<file path="src/logic/clmp_pkg.sv">
// Constants shared by the core local memory access protection block
// Function
// - Both level-1 memories reset to all cache
// - Data L1 two-way, program L1 direct-mapped
// - Level-2 split by mode, resets all SRAM
// - Core owns 512KB level-2 at local 0080_0000h
// - Own-core alias address maps to global location
// - Global level-2 base per core, all masters
// - Shared SRAM always SRAM, always L1-cacheable, L2 cacheability by mode
// - External addresses extended from 2GB to 8GB
// - Pages: 16x2KB per L1, 32x16KB level-2
// - Separate user/supervisor read/write/execute permission bits
// - Direct DSP and CCO are local; DMA, masters global
// - Page system/local bits decode access classes
// - Secure device: pages secure-only until opened
// - Every access carries a privilege identifier
// - Blocked read returns zero, write discarded
// - Fault records initiator, address, access type
// - Fault raises event to interrupt controller
// - Arbiter grants highest-priority contending requestor
// - Core and system priority registers set priorities
// - Power-down L1P, cache, DSP, core; no L2
// - Read-only version register, version and revision
// - Lower priority value is more urgent
`default_nettype none
package clmp_pkg;
    // -------------------------------------------------------------------
    // Requestors
    // -------------------------------------------------------------------
    localparam int NREQ = 4;
    localparam int REQ_DSP = 0;
    localparam int REQ_CCO = 1;
    localparam int REQ_INTERNAL_DMA = 2;
    localparam int REQ_SYS = 3;
    localparam int PRI_W = 3;
    localparam int PRI_STRIDE = 4;
    localparam int PRIV_W = 8;
    localparam logic [2:0] PRI_RST = 3'h7;
    // -------------------------------------------------------------------
    // Register map
    // -------------------------------------------------------------------
    localparam logic [31:0] A_VER = 32'h0181_2000;
    localparam logic [31:0] A_CFG = 32'h0181_2004;
    localparam logic [31:0] A_CPRI = 32'h0181_2008;
    localparam logic [31:0] A_SPRI = 32'h0181_200c;
    localparam logic [31:0] A_FADDR = 32'h0181_2010;
    localparam logic [31:0] A_FINFO = 32'h0181_2014;
    localparam logic [31:0] A_FCLR = 32'h0181_2018;
    localparam logic [31:0] A_PWR = 32'h0181_201c;
    localparam logic [23:0] A_PAGE_HI = 24'h0184_a0;
    // Arbitrary neutral identity values
    localparam logic [15:0] CORE_VERSION = 16'h0001;
    localparam logic [15:0] CORE_REVISION = 16'h0000;
    // Configuration fields
    localparam int CFG_P1 = 0;
    localparam int CFG_D1 = 4;
    localparam int CFG_L2 = 8;
    localparam int CFG_L3M = 12;
    localparam int CFG_EXT = 13;
    localparam int CFG_WAYS = 16;
    localparam logic [2:0] L1_ALL_CACHE = 3'h4;
    localparam logic [2:0] L2_ALL_SRAM = 3'h0;
    localparam logic [3:0] L1D_WAYS = 4'h2;
    localparam logic [3:0] L1P_WAYS = 4'h1;
    localparam logic [3:0] L2_WAYS = 4'h4;
    // Fault info fields
    localparam int FI_VALID = 0;
    localparam int FI_TYPE = 1;
    localparam int FI_SUP = 3;
    localparam int FI_ALIAS = 4;
    localparam int FI_PRIV = 8;
    localparam int FI_REQ = 16;
    // -------------------------------------------------------------------
    // Address map of one core
    // -------------------------------------------------------------------
    localparam logic [7:0] GLOBAL_HI0 = 8'h10;
    localparam logic [7:0] ALIAS_HI = 8'h00;
    localparam logic [4:0] L2_SEL = 5'h10;
    localparam logic [8:0] L1P_SEL = 9'h1c0;
    localparam logic [8:0] L1D_SEL = 9'h1e0;
    localparam logic [9:0] MSM_SEL = 10'h030;
    // -------------------------------------------------------------------
    // Page attributes
    // -------------------------------------------------------------------
    localparam int NPAGE = 64;
    localparam int ATTR_W = 11;
    localparam int AT_LOCAL = 8;
    localparam int AT_SYS = 9;
    localparam int AT_PUBLIC = 10;
    localparam int PERM_SUP = 3;
    localparam logic [10:0] ATTR_RST = 11'h33f;
    localparam bit SECURE_DEVICE = 1'b1;
    localparam logic [1:0] TYPE_RD = 2'h0;
    localparam logic [1:0] TYPE_WR = 2'h1;
    localparam logic [1:0] TYPE_EX = 2'h2;
endpackage
`default_nettype wire

</file>
<file path="src/logic/clmp_core_mem_guard.sv">
// Core local memory arbitration, address aliasing and page protection
//
// The APB slave port was chosen for this implementation.
`timescale 1ns/100ps
`default_nettype none
module clmp_core_mem_guard #(
    parameter logic [0:0] CORE_ID = 1'b0
) (
    input wire logic pclk,
    input wire logic presetn,
    input wire logic psel,
    input wire logic penable,
    input wire logic pwrite,
    input wire logic [31:0] paddr,
    input wire logic [31:0] pwdata,
    output logic pready,
    output logic [31:0] prdata,
    output logic pslverr,
    input wire logic [3:0] req_valid,
    input wire logic [3:0][31:0] req_addr,
    input wire logic [3:0] req_write,
    input wire logic [3:0] req_exec,
    input wire logic [3:0] req_super,
    input wire logic [3:0] req_secure,
    input wire logic [3:0][7:0] req_priv,
    input wire logic [31:0] mem_rdata,
    output logic [3:0] acc_grant,
    output logic mem_req,
    output logic mem_we,
    output logic [32:0] mem_addr,
    output logic mem_l1_cacheable,
    output logic mem_l2_cacheable,
    output logic acc_fault,
    output logic acc_rvalid,
    output logic [31:0] acc_rdata,
    output logic fault_event,
    output logic [2:0] prog_l1_split_field,
    output logic [2:0] data_l1_split_field,
    output logic [2:0] level2_split_field,
    output logic pd_l1p,
    output logic pd_cache_ctl,
    output logic pd_dsp,
    output logic pd_core
);
    localparam logic [7:0] CORE_HI = clmp_pkg::GLOBAL_HI0 + {7'h00, CORE_ID};

    logic [11:0] core_pri;
    logic [2:0] sys_pri;
    logic msm_l3_mode;
    logic [1:0] ext_seg;
    logic [31:0] fault_addr;
    logic [23:0] fault_info;
    logic [3:0] pwr;
    logic [clmp_pkg::ATTR_W-1:0] attr [clmp_pkg::NPAGE];
    logic [3:0][2:0] req_pri;
    logic [3:0] win;
    logic any_valid;
    logic rd_pend;
    logic rd_ok;

    // -------------------------------------------------------------------
    // APB slave
    // -------------------------------------------------------------------
    // One wait state: pready rises on the second access cycle
    logic apb_wr;
    logic apb_page;
    logic [5:0] apb_pidx;
    logic [31:0] rd_mux;
    logic rd_err;
    logic fault_set;
    logic [31:0] cfg_word;

    assign apb_wr = psel & penable & pready & pwrite;
    assign apb_page = paddr[31:8] == clmp_pkg::A_PAGE_HI;
    assign apb_pidx = paddr[7:2];

    always_comb begin
        cfg_word = 32'h0000_0000;
        cfg_word[clmp_pkg::CFG_P1 +: 3] = prog_l1_split_field;
        cfg_word[clmp_pkg::CFG_D1 +: 3] = data_l1_split_field;
        cfg_word[clmp_pkg::CFG_L2 +: 3] = level2_split_field;
        cfg_word[clmp_pkg::CFG_L3M] = msm_l3_mode;
        cfg_word[clmp_pkg::CFG_EXT +: 2] = ext_seg;
        // Associativity is fixed by the cache structure
        cfg_word[clmp_pkg::CFG_WAYS +: 12] = {clmp_pkg::L2_WAYS,
            clmp_pkg::L1D_WAYS, clmp_pkg::L1P_WAYS};
    end

    always_comb begin
        rd_mux = 32'h0000_0000;
        rd_err = 1'b0;
        if (apb_page) begin
            rd_mux[clmp_pkg::ATTR_W-1:0] = attr[apb_pidx];
        end else begin
            case (paddr)
                clmp_pkg::A_VER: rd_mux = {clmp_pkg::CORE_VERSION,
                    clmp_pkg::CORE_REVISION};
                clmp_pkg::A_CFG: rd_mux = cfg_word;
                clmp_pkg::A_CPRI: rd_mux[11:0] = core_pri;
                clmp_pkg::A_SPRI: rd_mux[2:0] = sys_pri;
                clmp_pkg::A_FADDR: rd_mux = fault_addr;
                clmp_pkg::A_FINFO: rd_mux[23:0] = fault_info;
                clmp_pkg::A_FCLR: rd_mux = 32'h0000_0000;
                clmp_pkg::A_PWR: rd_mux[3:0] = pwr;
                default: rd_err = 1'b1;
            endcase
        end
    end

    always_ff @(posedge pclk or negedge presetn) begin
        if (!presetn) begin
            pready <= 1'b0;
            prdata <= 32'h0000_0000;
            pslverr <= 1'b0;
        end else begin
            pready <= psel & penable & ~pready;
            prdata <= (psel & penable & ~pready & ~pwrite) ? rd_mux
                : 32'h0000_0000;
            pslverr <= psel & penable & ~pready & rd_err;
        end
    end

    // -------------------------------------------------------------------
    // Control registers
    // -------------------------------------------------------------------
    always_ff @(posedge pclk or negedge presetn) begin
        if (!presetn) begin
            prog_l1_split_field <= clmp_pkg::L1_ALL_CACHE;
            data_l1_split_field <= clmp_pkg::L1_ALL_CACHE;
            level2_split_field <= clmp_pkg::L2_ALL_SRAM;
            msm_l3_mode <= 1'b0;
            ext_seg <= 2'h0;
        end else if (apb_wr && paddr == clmp_pkg::A_CFG) begin
            prog_l1_split_field <= pwdata[clmp_pkg::CFG_P1 +: 3];
            data_l1_split_field <= pwdata[clmp_pkg::CFG_D1 +: 3];
            level2_split_field <= pwdata[clmp_pkg::CFG_L2 +: 3];
            msm_l3_mode <= pwdata[clmp_pkg::CFG_L3M];
            ext_seg <= pwdata[clmp_pkg::CFG_EXT +: 2];
        end
    end

    always_ff @(posedge pclk or negedge presetn) begin
        if (!presetn) begin
            core_pri <= {1'b0, clmp_pkg::PRI_RST, 1'b0, clmp_pkg::PRI_RST,
                1'b0, clmp_pkg::PRI_RST};
            sys_pri <= clmp_pkg::PRI_RST;
        end else if (apb_wr && paddr == clmp_pkg::A_CPRI) begin
            core_pri <= pwdata[11:0] & 12'h777;
        end else if (apb_wr && paddr == clmp_pkg::A_SPRI) begin
            sys_pri <= pwdata[2:0];
        end
    end

    // No level-2 power-down bit exists in this register
    always_ff @(posedge pclk or negedge presetn) begin
        if (!presetn) begin
            pwr <= 4'h0;
        end else if (apb_wr && paddr == clmp_pkg::A_PWR) begin
            pwr <= pwdata[3:0];
        end
    end

    always_ff @(posedge pclk or negedge presetn) begin
        if (!presetn) begin
            pd_l1p <= 1'b0;
            pd_cache_ctl <= 1'b0;
            pd_dsp <= 1'b0;
            pd_core <= 1'b0;
        end else begin
            pd_l1p <= pwr[0];
            pd_cache_ctl <= pwr[1];
            pd_dsp <= pwr[2];
            pd_core <= pwr[3];
        end
    end

    // -------------------------------------------------------------------
    // Page attribute table and requestor priorities
    // -------------------------------------------------------------------
    // Pages 0-15 program L1, 16-31 data L1, 32-63 level-2
    genvar gi;
    generate
        for (gi = 0; gi < clmp_pkg::NPAGE; gi++) begin : g_page
            always_ff @(posedge pclk or negedge presetn) begin
                if (!presetn) begin
                    attr[gi] <= clmp_pkg::ATTR_RST;
                end else if (apb_wr && apb_page && apb_pidx == gi) begin
                    attr[gi] <= pwdata[clmp_pkg::ATTR_W-1:0];
                end
            end
        end
        for (gi = 0; gi < clmp_pkg::NREQ; gi++) begin : g_req
            if (gi == clmp_pkg::REQ_SYS) begin : g_s
                assign req_pri[gi] = sys_pri;
            end else begin : g_c
                assign req_pri[gi] =
                    core_pri[gi*clmp_pkg::PRI_STRIDE +: clmp_pkg::PRI_W];
            end
        end
    endgenerate

    // -------------------------------------------------------------------
    // Arbitration
    // -------------------------------------------------------------------
    // Lowest value wins; ties go to the lowest requestor index
    always_comb begin
        logic [2:0] best;
        best = clmp_pkg::PRI_RST;
        win = 4'h0;
        for (int i = 0; i < clmp_pkg::NREQ; i++) begin
            if (req_valid[i] && (win == 4'h0 || req_pri[i] < best)) begin
                best = req_pri[i];
                win = 4'h0;
                win[i] = 1'b1;
            end
        end
    end
    assign any_valid = |req_valid;

    // -------------------------------------------------------------------
    // Address translation and permission check
    // -------------------------------------------------------------------
    logic [31:0] w_addr;
    logic w_wr;
    logic w_ex;
    logic w_sup;
    logic w_sec;
    logic [7:0] w_priv;
    logic [1:0] w_idx;
    logic w_local;
    logic w_alias;
    logic alias_bad;
    logic [31:0] g_addr;
    logic in_page;
    logic [5:0] pidx;
    logic [1:0] w_type;
    logic [clmp_pkg::ATTR_W-1:0] pat;
    logic class_ok;
    logic perm_ok;
    logic sec_ok;
    logic acc_ok;

    always_comb begin
        w_idx = 2'h0;
        for (int i = 0; i < clmp_pkg::NREQ; i++) begin
            if (win[i]) begin
                w_idx = i[1:0];
            end
        end
    end

    assign w_addr = req_addr[w_idx];
    assign w_wr = req_write[w_idx];
    assign w_ex = req_exec[w_idx] & ~w_wr;
    assign w_sup = req_super[w_idx];
    assign w_sec = req_secure[w_idx];
    assign w_priv = req_priv[w_idx];
    // DMA work set up by the DSP still arrives on a DMA port
    assign w_local = (w_idx == clmp_pkg::REQ_DSP[1:0]) ||
        (w_idx == clmp_pkg::REQ_CCO[1:0]);
    assign w_alias = w_addr[31:24] == clmp_pkg::ALIAS_HI;
    assign alias_bad = w_alias & ~w_local;
    assign g_addr = (w_alias && w_local) ?
        {CORE_HI, w_addr[23:0]} : w_addr;
    assign w_type = w_wr ? clmp_pkg::TYPE_WR :
        (w_ex ? clmp_pkg::TYPE_EX : clmp_pkg::TYPE_RD);

    always_comb begin
        in_page = 1'b0;
        pidx = 6'h00;
        if (g_addr[31:24] == CORE_HI) begin
            if (g_addr[23:19] == clmp_pkg::L2_SEL) begin
                in_page = 1'b1;
                pidx = {1'b1, g_addr[18:14]};
            end else if (g_addr[23:15] == clmp_pkg::L1P_SEL) begin
                in_page = 1'b1;
                pidx = {2'b00, g_addr[14:11]};
            end else if (g_addr[23:15] == clmp_pkg::L1D_SEL) begin
                in_page = 1'b1;
                pidx = {2'b01, g_addr[14:11]};
            end
        end
    end

    assign pat = attr[pidx];
    assign class_ok = w_local ? pat[clmp_pkg::AT_LOCAL]
        : pat[clmp_pkg::AT_SYS];
    assign perm_ok = pat[(w_sup ? clmp_pkg::PERM_SUP : 0) +
        int'(w_type)];
    assign sec_ok = ~clmp_pkg::SECURE_DEVICE | w_sec |
        pat[clmp_pkg::AT_PUBLIC];
    assign acc_ok = ~alias_bad &
        (~in_page | (class_ok & perm_ok & sec_ok));

    // -------------------------------------------------------------------
    // Access result stage
    // -------------------------------------------------------------------
    always_ff @(posedge pclk or negedge presetn) begin
        if (!presetn) begin
            acc_grant <= 4'h0;
            mem_req <= 1'b0;
            mem_we <= 1'b0;
            mem_addr <= 33'h0_0000_0000;
            mem_l1_cacheable <= 1'b0;
            mem_l2_cacheable <= 1'b0;
            acc_fault <= 1'b0;
            fault_event <= 1'b0;
            rd_pend <= 1'b0;
            rd_ok <= 1'b0;
        end else begin
            acc_grant <= win;
            mem_req <= any_valid & acc_ok;
            mem_we <= any_valid & acc_ok & w_wr;
            // External window: segment bits reach the upper 6GB
            mem_addr <= g_addr[31] ? {ext_seg, g_addr[30:0]}
                : {1'b0, g_addr};
            mem_l1_cacheable <= g_addr[31:22] == clmp_pkg::MSM_SEL;
            mem_l2_cacheable <= (g_addr[31:22] == clmp_pkg::MSM_SEL)
                & msm_l3_mode;
            acc_fault <= any_valid & ~acc_ok;
            fault_event <= any_valid & ~acc_ok;
            rd_pend <= any_valid & ~w_wr;
            rd_ok <= acc_ok;
        end
    end

    always_ff @(posedge pclk or negedge presetn) begin
        if (!presetn) begin
            acc_rvalid <= 1'b0;
            acc_rdata <= 32'h0000_0000;
        end else begin
            acc_rvalid <= rd_pend;
            acc_rdata <= (rd_pend & rd_ok) ? mem_rdata
                : 32'h0000_0000;
        end
    end

    // -------------------------------------------------------------------
    // Fault capture
    // -------------------------------------------------------------------
    // First fault is held until cleared; a new fault wins over a clear
    assign fault_set = any_valid & ~acc_ok &
        (~fault_info[clmp_pkg::FI_VALID] |
        (apb_wr & paddr == clmp_pkg::A_FCLR & pwdata[0]));

    always_ff @(posedge pclk or negedge presetn) begin
        if (!presetn) begin
            fault_addr <= 32'h0000_0000;
            fault_info <= 24'h00_0000;
        end else if (fault_set) begin
            fault_addr <= w_addr;
            fault_info <= {6'h00, w_idx, w_priv, 3'h0, alias_bad, w_sup,
                w_type, 1'b1};
        end else if (apb_wr && paddr == clmp_pkg::A_FCLR && pwdata[0]) begin
            fault_info[clmp_pkg::FI_VALID] <= 1'b0;
        end
    end
endmodule // clmp_core_mem_guard
`default_nettype wire

</file>
<file path="config.mk">
export PLATFORM = sky130hd
export DESIGN_NAME = clmp_core_mem_guard
export DESIGN_NICKNAME = d
export VERILOG_FILES = /design/src/logic/clmp_pkg.sv /design/src/logic/clmp_core_mem_guard.sv
export SDC_FILE = /design/constraint.sdc
export NUM_CORES = 2
export LEC_CHECK = 0
export BUFFER_PORTS_ARGS = -buffer_cell sky130_fd_sc_hd__buf_2
export CAP_MARGIN = 20
export CORE_MARGIN = 4
export CORE_UTILIZATION = 50
export CTS_CLUSTER_DIAMETER = 80
export DETAILED_ROUTE_END_ITERATION = 8
export PLACE_DENSITY = 0.69
export SYNTH_ARGS = -nofsm -noshare
export SYNTH_HDL_FRONTEND = slang
export SYNTH_SLANG_ARGS = --single-unit
</file>
<file path="constraint.sdc">
create_clock -name pclk -period 12.2 [get_ports pclk]
set_input_delay 1.22 -clock pclk [delete_from_list [all_inputs] [get_ports pclk]]
set_output_delay 1.22 -clock pclk [all_outputs]
set_load 0.005 [all_outputs]
</file>
Yosys cells after proc, flatten, opt, wreduce, memory -nomap -nowiden
Index checks and enable logic that the tools add are counted.
Storage, ports and cells
  output and inout bits: 123
  input bits: 281
  word-level logic and storage cells: 360
  bits in registers: 894
Operators by class
  bitwise gates (word level): 34
  magnitude comparators: 7
  equality and inequality tests: 78
  mux-type cells: 58
  add/sub/neg operators: 1
  reductions and logical operators: 89
Operator list (count)
  == test 32 x 25 -> 1 bit, second input constant: 8
  == test 6 bit, second input constant: 32
  binary-select mux 11 bit (select 6 bit): 2
  2-to-1 mux 32 bit: 4
  == test 6 x 5 -> 1 bit, second input constant: 16
  logical AND 1 bit: 75
  binary-select mux 32 bit (select 2 bit): 1
  2-to-1 mux 11 bit: 5
  == test 6 x 4 -> 1 bit, second input constant: 8
  one-hot mux 12 bit (4 select lines): 1
  2-to-1 mux 33 bit: 1
  one-hot mux 8 bit (4 select lines): 1
  == test 24 x 17 -> 1 bit, second input constant: 1
  == test 6 x 3 -> 1 bit, second input constant: 4
  2-to-1 mux 21 bit: 1
  bitwise AND 1 bit: 20
  == test 9 bit, second input constant: 2
  2-to-1 mux 6 bit: 3
  one-hot mux 3 bit (6 select lines): 1
  2-to-1 mux 1 bit: 17
  binary-select mux 8 bit (select 2 bit): 1
  one-hot mux 8 bit (2 select lines): 1
  >= comparator 7 bit, second input constant: 2
  inverter 6 -> 7 bit: 2
  other kinds (29): 58

Longest topological paths before layout
  depth after elaboration: 41
  gate-level depth with buffers: 46
  depth with buffers taken out: 36

Worst setup path before layout
OpenSTA, ideal clock, no wires.
  path type: input to register
  from: input req_valid[0]
  to: register fault_addr[10]
  stages: 43
  arrival: 10.190 ns
  path buffers: 12
  setup time: 0.127 ns
  setup slack: 1.883 ns
  required time: 12.073 ns
  path through: nor2b_1 -> o22a_1 -> o21ai_2 -> clkbuf_1 -> clkbuf_1 -> clkbuf_1 -> nor2_1 -> a21oi_1 -> ha_1 -> o21a_1 -> nor2_1 -> o21ai_0 -> o31ai_4 -> buf_2 -> clkbuf_1 -> clkbuf_1 -> a21oi_1 -> ha_1 -> (+7 left out) -> clkbuf_1 -> clkbuf_1 -> nor2_1 -> a31oi_1 -> ha_1 -> fa_1 -> nor2b_1 -> o21a_1 -> o221ai_1 -> a2bb2oi_1 -> a211oi_1 -> o211a_1 -> o41ai_2 -> a22oi_1 -> o31ai_4 -> nand3_4 -> buf_6 -> mux2_1
On the way
  elaborated cells on any way between the ends: 77
  classes of those cells: add/sub: 1; order compare: 3; eq/ne: 5; mux: 39; bitwise: 15; reduce/logical: 14
RTL lines
  start: declaration: line clmp_core_mem_guard.sv:19  | input wire logic [3:0] req_valid,
  2-to-1 mux 3 bit or 2-to-1 mux 1 bit (tied branches): line clmp_core_mem_guard.sv:211  | if (req_valid[i] && (win == 4'h0 || req_pri[i] < best)) begin
  less-than comparator 3 bit or logical NOT 4 bit (tied branches): line clmp_core_mem_guard.sv:211
  logical OR 1 bit: line clmp_core_mem_guard.sv:211
  logical AND 1 bit: line clmp_core_mem_guard.sv:211
  2-to-1 mux 3 bit or 2-to-1 mux 4 bit (tied branches): line clmp_core_mem_guard.sv:211
  less-than comparator 3 bit or logical NOT 4 bit (tied branches): line clmp_core_mem_guard.sv:211
  logical OR 1 bit: line clmp_core_mem_guard.sv:211
  logical AND 1 bit: line clmp_core_mem_guard.sv:211
  (+10 left out)
  via w_sup: line clmp_core_mem_guard.sv:226  | logic w_sup;
  (+1 left out)
  adder 2 x 2 -> 3 bit (*): line clmp_core_mem_guard.sv:288  | assign perm_ok = pat[(w_sup ? clmp_pkg::PERM_SUP : 0) +
  binary-select mux 1 bit (select 4 bit) (*): line clmp_core_mem_guard.sv:288
  2-to-1 mux 1 bit (*) (2 in a row): line clmp_core_mem_guard.sv:288
  bitwise AND 1 bit (*) (2 in a row): line clmp_core_mem_guard.sv:293  | (~in_page | (class_ok & perm_ok & sec_ok));
  OR 1 bit (*): line clmp_core_mem_guard.sv:293
  bitwise AND 1 bit (*): line clmp_core_mem_guard.sv:292  | assign acc_ok = ~alias_bad &
  inverter 1 bit (*): line clmp_core_mem_guard.sv:342  | assign fault_set = any_valid & ~acc_ok &
  bitwise AND 1 bit (*) (2 in a row): line clmp_core_mem_guard.sv:342
  end signal: assignment: line clmp_core_mem_guard.sv:351  | fault_addr <= w_addr;
  end: declaration: line clmp_core_mem_guard.sv:51  | logic [31:0] fault_addr;
Mark *: on every way through the listed nets, which the timed path passes. The rest lies on a longest branch. The select of a mux whose other input is x is not followed.
A chain may end at the register's enable or synchronous reset.

Worst setup path after layout
  from: input req_valid[0]
  to: register fault_addr[7]
On the way
  word-level cells in the longest chain between the ends: 38
  elaborated cells on any way between the ends: 77
  classes of those cells: add/sub: 1; order compare: 3; eq/ne: 5; mux: 39; bitwise: 15; reduce/logical: 14
RTL lines
  2-to-1 mux 3 bit or 2-to-1 mux 1 bit (tied branches): line clmp_core_mem_guard.sv:211
  less-than comparator 3 bit or logical NOT 4 bit (tied branches): line clmp_core_mem_guard.sv:211
  logical OR 1 bit: line clmp_core_mem_guard.sv:211
  logical AND 1 bit: line clmp_core_mem_guard.sv:211
  2-to-1 mux 3 bit or 2-to-1 mux 4 bit (tied branches): line clmp_core_mem_guard.sv:211
  less-than comparator 3 bit or logical NOT 4 bit (tied branches): line clmp_core_mem_guard.sv:211
  logical OR 1 bit: line clmp_core_mem_guard.sv:211
  logical AND 1 bit: line clmp_core_mem_guard.sv:211
  (+18 left out)
  2-to-1 mux 11 bit (implied by the code) (2 in a row): line clmp_core_mem_guard.sv:285  | assign pat = attr[pidx];
  binary-select mux 1 bit (select 4 bit): line clmp_core_mem_guard.sv:288
  2-to-1 mux 1 bit (2 in a row): line clmp_core_mem_guard.sv:288
  bitwise AND 1 bit (2 in a row): line clmp_core_mem_guard.sv:293
  OR 1 bit: line clmp_core_mem_guard.sv:293
  bitwise AND 1 bit: line clmp_core_mem_guard.sv:292
  inverter 1 bit: line clmp_core_mem_guard.sv:342
  bitwise AND 1 bit (2 in a row): line clmp_core_mem_guard.sv:342
Parallel ways exist; a longest one is shown, timed or not. The select of a mux whose other input is x is not followed.

==> reports/metrics.cfg <==
[run_status]
status = complete, no violations

[cells_and_area]
multi_input_area_um2 = 24650
regArea_um2 = 23030
area_growth_pct = 13.92
final_area_um2 = 55950
drive_above_1_share_pct = 51.89
finish.net_count = 4544
nFillCells = 7884
final_util_pct = 57.60

[placed_design]
place_hpwl_um = 132400
port_buffers = 385
placed_area_um2 = 52310
place_ws_ns = 1.675
gp_congestion = 1.045

[yosys]
synth_top_cell_area_share_pct = 28.14
synth.distinct_cells = 92
synthesis.nets = 4312
synth_edf_count = 0
syn_area_per_cell_um2 = 12.20
synthTopCellsByArea = dfstp_2 (28%), dfrtp_1 (19%), mux2_2 (18%)
ys_top_cells_by_count = mux2_2 (772), dfstp_2 (526), nand2_1 (439), dfrtp_1 (368), clkbuf_1 (270)
synth.most_common_cell = mux2_2
seq_area_frac_synth_pct = 46.89
yosys_most_used_dff = dfstp_2
async_flop_share_pct = 100.0
ys_warn_count = 0
syn_area_um2 = 49110
ys_seq_elements = 894
syn_inst = 4025
synth_top_area_cell = dfstp_2

[global_routing]
grt_pass1_wl_um = 277600
grt_pass1_vias = 38400
gr-total-overflow = 0
grt_usage_pct = 37.05
grt_max_degree = 170
antenna_found_initial = 26

[sta]
tns_ns = 0
hold_viol = 0
rsz0062_at_grt = no
relSlewSlack_pct = 20.89
fin_crit_sh_pct = 84.09
setup_slack_ns = 1.941
slew_violations = 0
clock_skew_ns = 0.03124
finalCriticalPeriod_ns = 10.26
tightest_slew_ns = 1.174
timing.fmax_mhz = 97.48
finalSetupViolations = 0

[setup_path]
r2r_start = core_pri[2]
critical_path.startpoint_type = primary input
setup.worst_path.end = fault_addr[7]
crit_required_ns = 12.76
worstSetupEndpointType = register
cp_slowest_cell = o41ai_1
ff2ff_setup_slack_ns = 1.99
worst_ep_arrival_time_ns = 10.82
crit_path_start = req_valid[0]
rr_worst_depth = 35
slowest_delay_ns = 0.90
r2r_end = fault_addr[7]
crit_fanout = 62
critical_path_class = primary input to register

[detailed_routing]
vias = 39390
avgRoutedWirePerCell_um = 34.69
via_per_inst = 6.987
postRouteAntennaNets = 0
drc = 0
drt_iter0_drc = 5030
first_pass_iters = 9
wl_um = 195600

[die]
dieArea_um2 = 103300
die_x_um = 321.4
rows = 114
start_util_pct = 50.56
io_pins = 404
die_y_um = 321.4
core_area_um2 = 97140

[clock_network]
cts-root-buf = clkbuf_16
worstSkewPairLatency_ns = 0.69
cts-buffers-inserted = 97
hold_buffers = 0
clock_path_buffers = 3
cts_setup_buffers = 0
cts_tree = done
cts.htree.levels = 3
cts_sinks = 894
clk_pin_slew_ns = 0.06
cts-resized-gates = 0

[power_and_ir_drop]
p_sw_mw = 1.996
p_leak_nw = 23.94
p_total_mw = 7.302
internal-power_mw = 5.306
pwr_density_cell_nw_per_um2 = 130.5
p_seq_share_pct = 43.0
max-vdd-ir-drop_uv = 102.1
p_clk_share_pct = 45.1
swShare_pct = 27.34
p_comb_share_pct = 11.9

[worst_hold_path]
hold_start = pwr[3]
hold_class = register to register

[job]
cap_viol_max_count = 0

[cell usage in the layout (no fill, tap or decap), types with 10 or more instances in the layout]
master	count
mux2_2	772
dfstp_2	526
nand2_1	436
buf_2	381
dfrtp_1	368
mux4_2	234
nor2_1	134
buf_4	115
and3_1	113
mux2i_1	111
nand3_1	103
clkbuf_16	102
a211oi_1	90
a21oi_1	63
a31oi_1	55
o21ai_0	53
nor3_1	45
a22oi_1	36
o221ai_1	32
o211ai_1	30
and2_1	30
o22ai_1	29
mux2_1	29
nor4_1	27
inv_1	24
diode_2	20
clkbuf_1	20
a311oi_1	19
clkbuf_8	17
nand4_1	16
a2111oi_0	16
bufinv_16	16
nor2b_1	14
nand2b_1	13
or3_1	13
clkinv_2	12
a21o_1	11
a221oi_1	11
o2111ai_1	10
[power groups by stage]
stage	Clock, mW	Combinational (mW)	Sequential [mW]
6_report	3.29	0.868	3.14
2_1_floorplan	0	0.404	3.16
4_1_cts	3.30	0.837	3.14
3_3_place_gp	0	0.827	3.19
5_1_grt	3.42	0.895	3.15
3_5_place_dp	0	0.834	3.19
[how the worst min path moves through the flow]
stage,to,slack [ns],cells past startpoint
floorplan,pd_core,0.37,0
global placement,pd_l1p,0.39,0
detailed placement,pd_core,0.40,0
CTS,pd_core,0.41,0
global route,pd_core,0.44,0
finish,pd_core,0.42,0
[cell families after synthesis]
logic type	after synthesis	synth area share, %
DFF	894	46.89
adders and majority gates	6	0.1681
and+or+nand+nor	986	9.382
buffers and inverters	401	3.327
AOI/OAI and AO/OA	591	8.848
muxes	1147	31.39
[area by class of cell]
class	count	share of cell area, %
Multi-Input combinational cell	2730	44.06
Sequential cell	894	41.16
Timing Repair Buffer	508	5.306
Clock buffer	138	5.090
Tap cell	1276	2.853
Clock inverter	46	1.268
Inverter	26	0.1744
Antenna cell	20	0.08945
[per-stage QoR]
step | hold WS, ns | std cells
2_1_floorplan | 0.3689 | 4025
3_3_place_gp | 0.3887 | 5431
3_5_place_dp | 0.3959 | 5431
4_1_cts | 0.4083 | 5615
5_1_grt | 0.4372 | 5627
6_report | 0.4159 | 5638
[worst max-delay path: cells and delay by family]
| kind | cells | cell delay, ns |
|---|---|---|
| multiplexers | 1 | 0.34 |
| AND/OR/NAND/NOR | 8 | 1.73 |
| AO/OA/AOI/OAI | 18 | 4.81 |
| buffers and inverters | 8 | 2.01 |
| adder cells (fa/ha/maj) | 2 | 0.62 |
[per-layer routing]
layer | global-route usage (%) | part of all wire, %
met1 | 45.30 | 35
met2 | 55.58 | 44
met3 | 13.23 | 13
met4 | 24.12 | 7.8
met5 | 1.435 | 0.13
[registers in the layout, summed over array words and instances (netlist names), 9 cells and up]
register,flops
fault_addr,32
mem_addr,33
core_pri,9
acc_rdata,32
fault_info,15
prdata,32
attr,704
Power figures use the tool's default switching activity.
